===== src/i2cst_map.svh =====
// Register offsets, field positions, reset values and timing constants of the I2C slave.
`ifndef I2CST_MAP_SVH
`define I2CST_MAP_SVH
// ****************************************
// Register offsets on the plain port
// ****************************************
`define I2CST_OFF_DATA 3'h0
`define I2CST_OFF_ADDR 3'h1
`define I2CST_OFF_CTRL0 3'h2
`define I2CST_OFF_BSC 3'h3
`define I2CST_OFF_TOC 3'h4
// ****************************************
// Field positions
// ****************************************
`define I2CST_BSC_DONE 7
`define I2CST_BSC_MATCH 6
`define I2CST_BSC_BUSY 5
`define I2CST_BSC_TX 4
`define I2CST_BSC_ACKO 3
`define I2CST_BSC_DIR 2
`define I2CST_BSC_WAKE 1
`define I2CST_BSC_ACKI 0
`define I2CST_TOC_EN 7
`define I2CST_TOC_FLAG 6
`define I2CST_CTRL0_EN 1
`define I2CST_CTRL0_MODE 7:5
`define I2CST_ADDR_FIELD 7:1
`define I2CST_TOC_SEL 5:0
`define I2CST_MODE_I2C 3'h6
// ****************************************
// Reset values
// ****************************************
`define I2CST_BSC_POR 8'h81
`define I2CST_TOC_POR 8'h00
`define I2CST_BYTE_POR 8'h00
// ****************************************
// Counts and timing
// ****************************************
`define I2CST_BIT_LAST 4'h7
`define I2CST_BIT_ACK 4'h8
`define I2CST_CLK_HZ 20000000
`define I2CST_SUB_HZ 32768
`define I2CST_SUB_DIV (`I2CST_CLK_HZ / `I2CST_SUB_HZ)
`define I2CST_SUB_LAST 10'(`I2CST_SUB_DIV - 1)
`define I2CST_PRE_LAST 5'h1f
`endif


===== src/i2cst_pkg.sv =====
// Types shared by the I2C slave design.
package i2cst_pkg;
	// Protocol states, one-hot.
	typedef enum logic [5:0] {
		ST_IDLE = 6'h01,
		ST_ADDR = 6'h02,
		ST_DATA = 6'h04,
		ST_ACK = 6'h08,
		ST_IGNORE = 6'h10,
		ST_SPARE = 6'h20
	} i2cst_state_t;
endpackage


===== src/i2cst_slave.sv =====
// I2C slave interface with SCL stretching, status flags and bus time-out.
//
// Functional notes
// - Shift seven address bits MSB first, compare.
// - Address match sets flag, raises interrupt.
// - Eighth bit after START is direction.
// - Direction one means slave transmits.
// - START is SDA fall, SCL high; busy.
// - Only master makes START; slave never.
// - Matched address is acknowledged by slave.
// - Transmit-select bit picks transmitter or receiver.
// - Data bytes eight bits, MSB first.
// - Receiver drives low acknowledge per byte.
// - Receiver drives ack control on ninth clock.
// - Transmitter releases SDA on missing acknowledge.
// - One data register for both directions.
// - Hold SCL low until software services.
// - One interrupt: match, byte done, time-out.
// - Time-out counts from match, cleared SCL fall.
// - Time-out when period passes without fall.
// - STOP halts time-out counting.
// - Overflow stops, disables, flags, interrupts, resets.
// - Time-out resets only bus status/control register.
// - Software clears time-out flag by writing.
// - Period is selection plus one, times 32.
// - Runs when mode 110 and enabled.
// - Done flag low while moving, high after.
// - STOP clears the busy flag.
// - Selection in bits 5..0, sub-clock over 32.
`timescale 1ns/1ps
`include "i2cst_map.svh"
module i2cst_slave
	import i2cst_pkg::*;
(
	input wire logic clk, // System clock, 20 MHz.
	input wire logic rst_n, // Asynchronous reset, active low.
	input wire logic [2:0] addr, // Register index.
	input wire logic [7:0] wdata, // Write data.
	input wire logic wr_en, // Write strobe.
	input wire logic rd_en, // Read strobe.
	output logic [7:0] rdata, // Read data, one cycle after the strobe.
	output logic bus_irq, // One-cycle bus interrupt pulse.
	input wire logic scl_i, // SCL pin level.
	output logic scl_o, // SCL output value, always low.
	output logic scl_oe, // SCL drive enable, high holds SCL low.
	input wire logic sda_i, // SDA pin level.
	output logic sda_o, // SDA output value, always low.
	output logic sda_oe // SDA drive enable, high pulls SDA low.
);
	// ****************************************
	// Declarations
	// ****************************************
	logic scl_s1_reg, scl_s2_reg, scl_d_reg; // SCL synchroniser and history.
	logic sda_s1_reg, sda_s2_reg, sda_d_reg; // SDA synchroniser and history.
	i2cst_state_t state_reg; // Protocol state.
	logic [3:0] bitcnt_reg; // SCL rises seen in the current byte.
	logic [7:0] shift_reg; // Serial shifter.
	logic is_addr_reg; // Current byte is the address byte.
	logic stretch_reg; // SCL is being held low.
	logic [7:0] data_reg; // Shared data register.
	logic [7:0] own_addr_reg; // Own address in bits 7..1.
	logic [7:0] ctrl0_reg; // Mode field 7..5 and enable bit.
	logic done_reg, match_reg, busy_reg, dir_reg, acki_reg; // Status flags.
	logic tx_reg, acko_reg, wake_reg; // Software control bits.
	logic to_en_reg, to_flag_reg; // Time-out enable and flag.
	logic [5:0] to_sel_reg; // Time-out period selection.
	logic [9:0] sub_cnt_reg; // Divider down to the sub-clock rate.
	logic [4:0] pre_cnt_reg; // Sub-clock divide by 32.
	logic [5:0] to_cnt_reg; // Time-out ticks since the last SCL fall.
	logic to_run_reg; // Time-out counter is running.
	logic irq_reg, sda_oe_reg, scl_oe_reg; // Output flops.
	logic [7:0] rdata_reg; // Read data flop.
	localparam logic [7:0] BSC_POR = `I2CST_BSC_POR; // Status/control power-on value, one bit per flag.
	// ****************************************
	// Decoding
	// ****************************************
	wire active = ctrl0_reg[`I2CST_CTRL0_EN] & (ctrl0_reg[`I2CST_CTRL0_MODE] == `I2CST_MODE_I2C); // Module in I2C mode.
	wire scl_rise = scl_s2_reg & ~scl_d_reg; // SCL rising edge.
	wire scl_fall = ~scl_s2_reg & scl_d_reg; // SCL falling edge.
	wire start_det = active & scl_s2_reg & scl_d_reg & sda_d_reg & ~sda_s2_reg; // SDA falls, SCL high.
	wire stop_det = active & scl_s2_reg & scl_d_reg & ~sda_d_reg & sda_s2_reg; // SDA rises, SCL high.
	wire in_addr = (state_reg == ST_ADDR); // Address phase.
	wire in_data = (state_reg == ST_DATA); // Data phase.
	wire in_ack = (state_reg == ST_ACK); // Ninth clock.
	wire last_rise = scl_rise & (bitcnt_reg == `I2CST_BIT_LAST); // Eighth rise of a byte.
	wire addr_done = in_addr & last_rise; // Whole address byte seen.
	wire addr_eq = (shift_reg[6:0] == own_addr_reg[`I2CST_ADDR_FIELD]); // Calling address equals own address.
	wire match_hit = addr_done & addr_eq; // Address matched.
	wire byte_rx = in_data & ~tx_reg & last_rise; // Received byte complete.
	wire ack_rise = in_ack & ~is_addr_reg & scl_rise; // Ninth clock rising after a data byte.
	wire ack_end = in_ack & scl_fall; // Ninth clock over.
	wire byte_end = (bitcnt_reg == `I2CST_BIT_ACK) & scl_fall; // Fall after the eighth bit.
	wire wr_data = wr_en & (addr == `I2CST_OFF_DATA); // Data register write.
	wire rd_data = rd_en & (addr == `I2CST_OFF_DATA); // Data register read.
	wire wr_bsc = wr_en & (addr == `I2CST_OFF_BSC); // Status/control write.
	wire wr_toc = wr_en & (addr == `I2CST_OFF_TOC); // Time-out control write.
	wire sw_release = stretch_reg & ((wr_data & tx_reg) | (rd_data & ~tx_reg)); // Service done.
	wire sub_tick = (sub_cnt_reg == `I2CST_SUB_LAST); // One pulse per sub-clock period.
	wire to_tick = sub_tick & (pre_cnt_reg == `I2CST_PRE_LAST); // Sub-clock divided by 32.
	wire to_hit = to_run_reg & to_tick & (to_cnt_reg == to_sel_reg); // Selection plus one ticks passed.
	wire bus_reset = to_hit | ~active; // Return the bus logic to idle.
	wire [7:0] bsc_rd = {done_reg, match_reg, busy_reg, tx_reg, acko_reg, dir_reg, wake_reg, acki_reg}; // Status.
	wire [7:0] toc_rd = {to_en_reg, to_flag_reg, to_sel_reg}; // Time-out control readback.
	wire ack_drive = in_ack & (is_addr_reg | (~tx_reg & ~acko_reg)); // Slave acknowledge on ninth clock.
	wire tx_drive = in_data & tx_reg & ~stretch_reg & ~shift_reg[7]; // Current bit is zero.
	// only pull-low of SDA, never a START
	wire sda_next = (ack_drive | tx_drive) & active; // SDA pull-down request.
	wire [7:0] rd_mux; // Selected read value.
	// Read selection, unmapped offsets answer zero.
	assign rd_mux = (addr == `I2CST_OFF_DATA) ? data_reg :
		(addr == `I2CST_OFF_ADDR) ? own_addr_reg :
		(addr == `I2CST_OFF_CTRL0) ? ctrl0_reg :
		(addr == `I2CST_OFF_BSC) ? bsc_rd :
		(addr == `I2CST_OFF_TOC) ? toc_rd : `I2CST_BYTE_POR;
	// ****************************************
	// Pin synchronisers
	// ****************************************
	// Two flops per pin, then one history flop for edge detection.
	always_ff @(posedge clk or negedge rst_n) begin
		if (!rst_n) begin
			scl_s1_reg <= 1'b1;
			scl_s2_reg <= 1'b1;
			scl_d_reg <= 1'b1;
			sda_s1_reg <= 1'b1;
			sda_s2_reg <= 1'b1;
			sda_d_reg <= 1'b1;
		end else begin
			scl_s1_reg <= scl_i;
			scl_s2_reg <= scl_s1_reg;
			scl_d_reg <= scl_s2_reg;
			sda_s1_reg <= sda_i;
			sda_s2_reg <= sda_s1_reg;
			sda_d_reg <= sda_s2_reg;
		end
	end
	// ****************************************
	// Protocol state machine
	// ****************************************
	// Tracks START, address, data bits, ninth clock and SCL hold.
	always_ff @(posedge clk or negedge rst_n) begin
		if (!rst_n) begin
			state_reg <= ST_IDLE;
			bitcnt_reg <= 4'h0;
			shift_reg <= `I2CST_BYTE_POR;
			is_addr_reg <= 1'b0;
			stretch_reg <= 1'b0;
		end else if (bus_reset) begin
			state_reg <= ST_IDLE;
			stretch_reg <= 1'b0;
			bitcnt_reg <= 4'h0;
		end else if (start_det) begin
			state_reg <= ST_ADDR;
			bitcnt_reg <= 4'h0;
			is_addr_reg <= 1'b1;
			stretch_reg <= 1'b0;
		end else if (stop_det) begin
			state_reg <= ST_IDLE;
			stretch_reg <= 1'b0;
		end else begin
			case (state_reg)
				ST_ADDR: begin
					if (scl_rise) begin
						shift_reg <= {shift_reg[6:0], sda_s2_reg};
						bitcnt_reg <= bitcnt_reg + 4'h1;
						// Not our address: ignore until the next START.
						if (addr_done && !addr_eq) begin
							state_reg <= ST_IGNORE;
						end
					end else if (byte_end) begin
						state_reg <= ST_ACK;
					end
				end
				ST_DATA: begin
					if (sw_release) begin
						stretch_reg <= 1'b0;
						if (tx_reg) begin
							shift_reg <= wdata;
						end
					end else if (scl_rise) begin
						bitcnt_reg <= bitcnt_reg + 4'h1;
						if (!tx_reg) begin
							shift_reg <= {shift_reg[6:0], sda_s2_reg};
						end
					end else if (byte_end) begin
						state_reg <= ST_ACK;
					end else if (scl_fall && tx_reg && !stretch_reg) begin
						// Next bit onto SDA after each low-going edge.
						shift_reg <= {shift_reg[6:0], 1'b0};
					end
				end
				ST_ACK: begin
					if (ack_end) begin
						bitcnt_reg <= 4'h0;
						is_addr_reg <= 1'b0;
						// master refused, release and wait for STOP
						if (!is_addr_reg && tx_reg && acki_reg) begin
							state_reg <= ST_IGNORE;
						end else begin
							state_reg <= ST_DATA;
							stretch_reg <= 1'b1;
						end
					end
				end
				default: begin
					state_reg <= state_reg;
				end
			endcase
		end
	end
	// ****************************************
	// Status flags and control bits
	// ****************************************
	// Hardware events update the flags; software writes the control bits.
	always_ff @(posedge clk or negedge rst_n) begin
		if (!rst_n) begin
			{done_reg, match_reg, busy_reg, tx_reg, acko_reg, dir_reg, wake_reg, acki_reg} <= `I2CST_BSC_POR;
		end else if (to_hit) begin
			done_reg <= BSC_POR[`I2CST_BSC_DONE];
			match_reg <= BSC_POR[`I2CST_BSC_MATCH];
			busy_reg <= BSC_POR[`I2CST_BSC_BUSY];
			tx_reg <= BSC_POR[`I2CST_BSC_TX];
			acko_reg <= BSC_POR[`I2CST_BSC_ACKO];
			dir_reg <= BSC_POR[`I2CST_BSC_DIR];
			wake_reg <= BSC_POR[`I2CST_BSC_WAKE];
			acki_reg <= BSC_POR[`I2CST_BSC_ACKI];
		end else begin
			// Control bits keep their value while the module is off.
			if (wr_bsc) begin
				tx_reg <= wdata[`I2CST_BSC_TX];
				acko_reg <= wdata[`I2CST_BSC_ACKO];
				wake_reg <= wdata[`I2CST_BSC_WAKE];
			end
			if (!active) begin
				// Flags rest at their defaults while the module is off.
				done_reg <= BSC_POR[`I2CST_BSC_DONE];
				match_reg <= BSC_POR[`I2CST_BSC_MATCH];
				busy_reg <= BSC_POR[`I2CST_BSC_BUSY];
				dir_reg <= BSC_POR[`I2CST_BSC_DIR];
				acki_reg <= BSC_POR[`I2CST_BSC_ACKI];
			end else if (start_det) begin
				busy_reg <= 1'b1;
				match_reg <= 1'b0;
				done_reg <= 1'b0;
			end else if (stop_det) begin
				busy_reg <= 1'b0;
				match_reg <= 1'b0;
			end else if (match_hit) begin
				match_reg <= 1'b1;
				dir_reg <= sda_s2_reg;
				done_reg <= 1'b1;
			end else if (ack_rise) begin
				done_reg <= 1'b1;
				match_reg <= 1'b0;
				if (tx_reg) begin
					acki_reg <= sda_s2_reg;
				end
			end else if (sw_release) begin
				done_reg <= 1'b0;
			end
		end
	end
	// ****************************************
	// Software registers
	// ****************************************
	// Data, own address and mode; a time-out leaves them alone.
	always_ff @(posedge clk or negedge rst_n) begin
		if (!rst_n) begin
			data_reg <= `I2CST_BYTE_POR;
			own_addr_reg <= `I2CST_BYTE_POR;
			ctrl0_reg <= `I2CST_BYTE_POR;
		end else begin
			// received byte lands in the data register
			if (byte_rx) begin
				data_reg <= {shift_reg[6:0], sda_s2_reg};
			end else if (wr_data) begin
				data_reg <= wdata;
			end
			if (wr_en && addr == `I2CST_OFF_ADDR) begin
				own_addr_reg <= wdata;
			end
			if (wr_en && addr == `I2CST_OFF_CTRL0) begin
				ctrl0_reg <= wdata;
			end
		end
	end
	// ****************************************
	// Time-out
	// ****************************************
	// Free-running sub-clock divider and divide by 32.
	always_ff @(posedge clk or negedge rst_n) begin
		if (!rst_n) begin
			sub_cnt_reg <= 10'h000;
			pre_cnt_reg <= 5'h00;
		end else begin
			sub_cnt_reg <= sub_tick ? 10'h000 : sub_cnt_reg + 10'h001;
			// time-out clock is sub-clock over 32
			if (sub_tick) begin
				pre_cnt_reg <= pre_cnt_reg + 5'h01;
			end
		end
	end
	// Counts time-out ticks between SCL falls after a match.
	always_ff @(posedge clk or negedge rst_n) begin
		if (!rst_n) begin
			to_run_reg <= 1'b0;
			to_cnt_reg <= 6'h00;
		end else if (to_hit || stop_det || !active) begin
			to_run_reg <= 1'b0;
			to_cnt_reg <= 6'h00;
		end else if (match_hit) begin
			to_run_reg <= to_en_reg;
			to_cnt_reg <= 6'h00;
		end else if (scl_fall) begin
			to_cnt_reg <= 6'h00;
		end else if (to_run_reg && to_tick) begin
			to_cnt_reg <= to_cnt_reg + 6'h01;
		end
	end
	// Time-out control register; hardware set wins over software clear.
	always_ff @(posedge clk or negedge rst_n) begin
		if (!rst_n) begin
			{to_en_reg, to_flag_reg, to_sel_reg} <= `I2CST_TOC_POR;
		end else begin
			if (wr_toc) begin
				to_sel_reg <= wdata[`I2CST_TOC_SEL];
			end
			if (to_hit) begin
				to_en_reg <= 1'b0;
				to_flag_reg <= 1'b1;
			end else if (wr_toc) begin
				to_en_reg <= wdata[`I2CST_TOC_EN];
				to_flag_reg <= wdata[`I2CST_TOC_FLAG];
			end
		end
	end
	// ****************************************
	// Outputs
	// ****************************************
	// Drive enables, interrupt and read data come from flops; pins only ever pull low.
	always_ff @(posedge clk or negedge rst_n) begin
		if (!rst_n) begin
			irq_reg <= 1'b0;
			sda_oe_reg <= 1'b0;
			scl_oe_reg <= 1'b0;
			rdata_reg <= `I2CST_BYTE_POR;
		end else begin
			irq_reg <= match_hit | ack_rise | to_hit;
			sda_oe_reg <= sda_next;
			scl_oe_reg <= stretch_reg & ~bus_reset;
			rdata_reg <= rd_en ? rd_mux : `I2CST_BYTE_POR;
		end
	end
	assign rdata = rdata_reg;
	assign bus_irq = irq_reg;
	assign sda_oe = sda_oe_reg;
	assign scl_oe = scl_oe_reg;
	assign sda_o = 1'b0;
	assign scl_o = 1'b0;
endmodule


===== config.mk =====
export PLATFORM = sky130hd
export DESIGN_NAME = i2cst_slave
export DESIGN_NICKNAME = d
export VERILOG_FILES = /design/src/i2cst_pkg.sv /design/src/i2cst_slave.sv
export VERILOG_INCLUDE_DIRS = /design/src /design/src/src
export SDC_FILE = /design/constraint.sdc
export NUM_CORES = 1
export LEC_CHECK = 0
export BUFFER_PORTS_ARGS = -buffer_cell sky130_fd_sc_hd__buf_2
export CAP_MARGIN = 25
export CORE_ASPECT_RATIO = 0.6
export CORE_MARGIN = 5
export CORE_UTILIZATION = 30
export DETAILED_ROUTE_END_ITERATION = 10
export GPL_TIMING_DRIVEN = 0
export PLACE_DENSITY = 0.54
export SLEW_MARGIN = 20
export SYNTH_ARGS = -nofsm -noshare
export SYNTH_HDL_FRONTEND = slang
export SYNTH_SLANG_ARGS = --single-unit

===== constraint.sdc =====
create_clock -name clk -period 5.15 [get_ports clk]
set_input_delay 0 -clock clk [delete_from_list [all_inputs] [get_ports clk]]
set_output_delay 0 -clock clk [all_outputs]
set_load 0.005 [all_outputs]

==> impl_metrics.yaml, run 1 <==
cts:
  post_cts_resized: 0
  cts_max_level: 3
  cts_tree: "built"
  clk_path_buf_depth: 2
  cts-root-buf: "clkbuf_16"
  numCtsBuffers: 9
  post-cts-setup-buffer-count: 0
  cts_sinks: 99
  path_clk_slew_ns: 0.08
  cts_hold_buf: 11
  clk_latency_ns: 0.35
critical_path:
  crit_family: "compound AO/OA/AOI/OAI gates"
  reg2reg_slack_ns: 2.15
  end_kind: "flop"
  r2r-start: "pre_cnt_reg[0]"
  slowest_stage: "a311oi_4"
  crit_chain: "ha_1 -> and3_1 -> ha_1 -> inv_1 -> nor4_4 -> and3_1 -> buf_6 -> a211o_4 -> a311oi_4 -> mux2_2"
  slowest_delay_ns: 0.67
  start_kind: "flop"
  path_buf_inv: 2
  worstPathArrival_ns: 3.24
  crit_path_start: "pre_cnt_reg[0]"
  cp_max_fo: 9
  worstSetupPathType: "flop to flop"
  crit_required_ns: 5.38
synthesis:
  synth_xor_area_share_pct: 5.199
  yosysWarnings: 0
  syn_area_per_cell_sq_um: 10.94
  yosysSeqAreaShare_pct: 49.24
  synth_fa_ha_area_share_pct: 1.733
  ys_ff_latch: 99
  synthTopCellsByArea: "dfrtp_1, mux2_2, mux2i_1"
  synth_top_family_by_area: "simple AND/OR/NAND/NOR gates"
  synth_edf_count: 0
  netlist_instances: 462
  synthMuxAreaShare_pct: 15.18
  synth_compound_area_share_pct: 8.789
  synth-simple-area-share_pct: 17.01
  yosysUniqueCellTypes: 61
  yosysMostFrequentCell: "dfrtp_1"
  yosysTopAreaCellShare_pct: 44.57
  ys_async_sr_fraction_pct: 100.0
  ys.flop_type: "dfrtp_1"
  netlist_area_sq_um: 5054
  synthTopCellsByCount: "dfrtp_1, nor2_1, mux2_2"
  yosys.area.top_type: "dfrtp_1"
route:
  routed_via_density: 4.949
  drc_errors: 0
  vias: 3692
  ant_nets: 0
  wl_per_cell_um: 17.58
  firstDrtPassIters: 4
  wirelength_mm: 13.11
  drt-initial-drc-count: 310
timing:
  drv_slew: 0
  setup_viol: 0
  slew_headroom_pct: 49.93
  finalCritPeriodShare_pct: 58.35
  fin_crit_ns: 3.005
  max_freq_ghz: 0.3328
  layout_setup_ws_ns: 2.145
  finalHoldViolCount: 0
  timing.setup.tns_ns: 0
  worst_pin_slew_ns: 0.7477
  clock_skew_ns: 0.01426
  rsz0062_at_grt: "no"
place:
  port_buffers: 26
  dp_slack_ns: 2.136
  routabilityCongestion: 0.8697
  dp_hpwl_mm: 9.534
global_route:
  grt_pass1_wl_mm: 20.63
  grt_util_all_layers_pct: 13.51
  grt_overflow_total: 0
  first_global_vias: 3583
  antenna_found_initial: 0
  grt_max_degree: 64
pwr:
  swShare_pct: 28.12
  p_int_mw: 1.298
  p_leak_nw: 2.585
  p_sw_uw: 507.6
  power.share.sequential_pct: 50.2
  combPwrFrac_pct: 13.5
  power_density_nw_per_um2: 305.6
  vdd_drop_max_mv: 0.1441
  p_clk_share_pct: 36.2
final_layout:
  n_fill_cell: 1645
  nets: 537
  largest_reg_flops: 10
  drive_above_1_share_pct: 22.39
  syn2layout_area_growth_pct: 16.89
  antennaDiodeCount: 0
floorplanning:
  ios: 30
  die_w_um: 177.6
  rows: 36
  start_util_pct: 30.82
  dieArea_sq_um: 19630
  coreArea_sq_um: 16400
  die_h_um: 110.5
job:
  cap_viol_max_count: 0
run_status:
  outcome: "complete, no violations"
worst_hold_path:
  hold_start: "rd_en"
  hp-class: "input pin to flop"
## final cells by class
type | count | area, sq um | area share (%)
plain buffers | 19 | 95.09 | 1.610
clock inverters | 6 | 48.80 | 0.8261
flip-flops and latches | 99 | 2489 | 42.13
inverters | 12 | 45.04 | 0.7625
well taps | 228 | 285.3 | 4.829
clock buffers | 10 | 229.0 | 3.876
repair buffers | 39 | 281.5 | 4.766
multi-input cells | 333 | 2434 | 41.20
## tightest hold or removal path, stage by stage
cell,delay (ns)
buf_2,0.11
clkinv_1,0.18
nor2_1,0.08
## stage by stage
stage / hold slack (ns) / util (%) / area [sq um] / total power [mW] / std cells
floorplan: -0.2956 / - / 5057 / 1.059 / 463
global placement: 0.1049 / 33.38 / 5473 / 1.146 / 717
detailed placement: -0.07218 / 33.66 / 5519 / 1.158 / 719
CTS: 0.03106 / 36.03 / 5907 / 1.823 / 746
global route: 0.05203 / 36.03 / 5907 / 1.884 / 746
finish: 0.05359 / 36.03 / 5907 / 1.805 / 746
## cell usage in the layout (no fill, tap or decap), types with 4 or more instances in the layout
cell type       n
buf_2          26
dfrtp_1        90
nor4_1          5
nand2_1        29
and3_1          4
nand4_1         5
mux2_2         37
nor3_1          4
nand3_1        14
nand2b_1        6
or3_1           4
xor2_1         17
o21ai_0        14
and2_1          4
dfstp_2         9
o22a_1          6
nor2b_1         6
clkbuf_1       14
ha_1            7
dlygate4sd3_1  11
a21oi_1        21
xnor2_1        13
mux2i_1        29
nor2_1         56
inv_1          11
clkbuf_16       9
or2_2           4
## layer usage
layer / GRT usage (%) / up-vias / part of all wire [%]
met5: 0 / - / 0
met4: 2.317 / 0 / 0.53
met3: 3.415 / 5 / 6.2
met2: 17.47 / 100 / 39
met1: 22.27 / 1853 / 54
li1: - / 1734 / -
## final timing paths
path	end	cells past startpoint
max	shift_reg[7]	10
min reg2reg	sda_s2_reg	0
max reg2reg	shift_reg[7]	10
max in group asynchronous	scl_d_reg	3
min	rdata[5]	3
min in group asynchronous	own_addr_reg[6]	2
## logic make-up after synthesis
| family | count (synthesis) |
|---|---|
| xor gates and xnor gates | 30 |
| other | 1 |
| buffers and inverters | 31 |
| DFF | 99 |
| and+or+nand+nor | 160 |
| muxes | 69 |
| AOI/OAI and AO/OA | 65 |
| adders and majority gates | 7 |
## power by group through the flow
stage / clock network, mW / registers [mW] / logic, mW
after global placement: 0 / 0.916 / 0.229
after CTS: 0.671 / 0.906 / 0.246
final: 0.654 / 0.907 / 0.244
after global routing: 0.697 / 0.915 / 0.272
after floorplan: 0 / 0.900 / 0.159
after detailed placement: 0 / 0.920 / 0.237
Note: power is estimated with default switching activity, not from simulation.
==> inputs of run 2 (changes only) <==
PLACE_DENSITY = 0.56   (was 0.54)
clock period = 2.7 ns   (was 5.15 ns; I/O delays follow)
==> impl_metrics.yaml, run 2 (synthesis results as in run 1) <==
route:
  routed_via_density: 4.931
  drc_errors: 0
  vias: 3743
  wirelength_mm: 12.89
  firstDrtPassIters: 5
  topRoutingLayerUsed: "met4"
  dr_wl_met3_um: 905
  wl_per_cell_um: 16.98
  drt-initial-drc-count: 338
  routed-wl-met2_mm: 5.003
  met1Wirelength_mm: 6.904
  ant_nets: 0
final_layout:
  fin_cells: 759
  final_common_cell: "dfrtp_1"
  antennaDiodeCount: 0
  finish.utilization_pct: 36.78
  largest_reg_flops: 10
  postLayoutCellArea_sq_um: 6031
  syn2layout_area_growth_pct: 19.34
  final_cell_mix: "dfrtp_1, nor2_1, mux2_2"
  drive_above_1_share_pct: 25.42
  nets: 550
global_route:
  first_global_vias: 3632
  grt_pass1_wl_mm: 20.75
  grt_overflow_total: 0
  antenna_found_initial: 0
  grt_max_degree: 68
  grt_util_all_layers_pct: 13.36
job:
  cap_viol_max_count: 0
timing:
  setup_viol: 0
  slew_headroom_pct: 47.89
  finalHoldViolCount: 0
  rsz0062_at_grt: "no"
  clock_skew_ns: 0.01290
  drv_slew: 0
  fin_crit_ns: 2.619
  worst_pin_slew_ns: 0.7773
  layout_setup_ws_ns: 0.08114
  max_freq_ghz: 0.3818
  finalCritPeriodShare_pct: 96.99
critical_path:
  crit_required_ns: 2.94
  start_kind: "flop"
  worstPathArrival_ns: 2.85
  end_kind: "flop"
  cp_max_fo: 8
  slowest_delay_ns: 0.40
  path_buf_inv: 3
  worstSetupPathType: "flop to flop"
  crit_family: "compound AO/OA/AOI/OAI gates"
  slowest_stage: "dfrtp_1"
  crit_chain: "ha_2 -> and3_1 -> ha_2 -> inv_2 -> nor4_4 -> and3_1 -> buf_6 -> a211o_4 -> a311oi_4 -> buf_12 -> mux2_2"
pwr:
  p_total_mw: 3.441
  power_density_nw_per_um2: 570.6
  p_leak_nw: 2.663
  vdd_drop_max_mv: 0.3456
cts:
  clk_latency_ns: 0.35
  cts_max_level: 3
  cts_tree: "built"
  path_clk_slew_ns: 0.07
  cts_sinks: 99
  cts-root-buf: "clkbuf_16"
  numCtsBuffers: 9
  clk_path_buf_depth: 2
floorplanning:
  rows: 36
  dieArea_sq_um: 19630
  coreArea_sq_um: 16400
  die_h_um: 110.5
  die_w_um: 177.6
  ios: 30
  start_util_pct: 30.82
run_status:
  outcome: "complete, no violations"
place:
  dp_hpwl_mm: 9.258
  routabilityCongestion: 0.8798
  placed_cells: 718
  dp_slack_ns: -0.2723
  port_buffers: 26
  dpl_cell_area_sq_um: 5512
worst_hold_path:
  hp-class: "input pin to asynchronous set/reset pin"
## run 2: path summary, 6_finish.rpt
path | startpoint | to | slack, ns | depth (start not counted)
max | pre_cnt_reg[1] | shift_reg[0] | 0.08 | 11
max in group asynchronous | rst_n | scl_s1_reg | 1.91 | 3
max reg2reg | pre_cnt_reg[1] | shift_reg[0] | 0.08 | 11
min in group clk | addr[2] | own_addr_reg[7] | 0.11 | 4
min reg2reg | sda_s2_reg | sda_d_reg | 0.37 | 0
min | rst_n | scl_oe | 0.10 | 2
## run 2: layout make-up
| class | instances | area, sq um |
|---|---|---|
| Clock buffer | 9 | 225.2 |
| Sequential cell | 99 | 2489 |
| Fill cell | 1652 | 10360 |
| Inverter | 12 | 45.04 |
| Timing Repair Buffer | 52 | 394.1 |
| Multi-Input combinational cell | 333 | 2446 |
| Buffer | 19 | 96.34 |
| Tap cell | 228 | 285.3 |
| Clock inverter | 7 | 50.05 |
## run 2: per-layer routing
metal	vias to the layer above	GRT usage, %
li1	1763	-
met5	-	0
met1	1842	22.20
met2	130	16.68
met4	0	2.420
met3	8	3.791
## run 2: per-stage QoR
stage | hold slack, ns | setup TNS, ns
finish | 0.1032 | 0
global route | 0.1271 | 0
CTS | 0.09231 | 0
detailed placement | -0.08827 | -2.070
global placement | 0.1051 | -1.727
floorplan | -0.2956 | 0
## run 2: timing repair
action,in CTS,in global routing
hold buffers,12,0
pin swaps,1,7
gates resized for setup,1,5
setup buffers,1,12
hold endpoints to repair,115,0
endpoints found under the setup margin,14,19
## run 2: where the power goes
| part | total [mW] | internal [mW] | switching, mW |
|---|---|---|---|
| logic | 0.464 | 0.223 | 0.241 |
| clock network | 1.24 | 0.635 | 0.608 |
| registers | 1.73 | 1.62 | 0.116 |
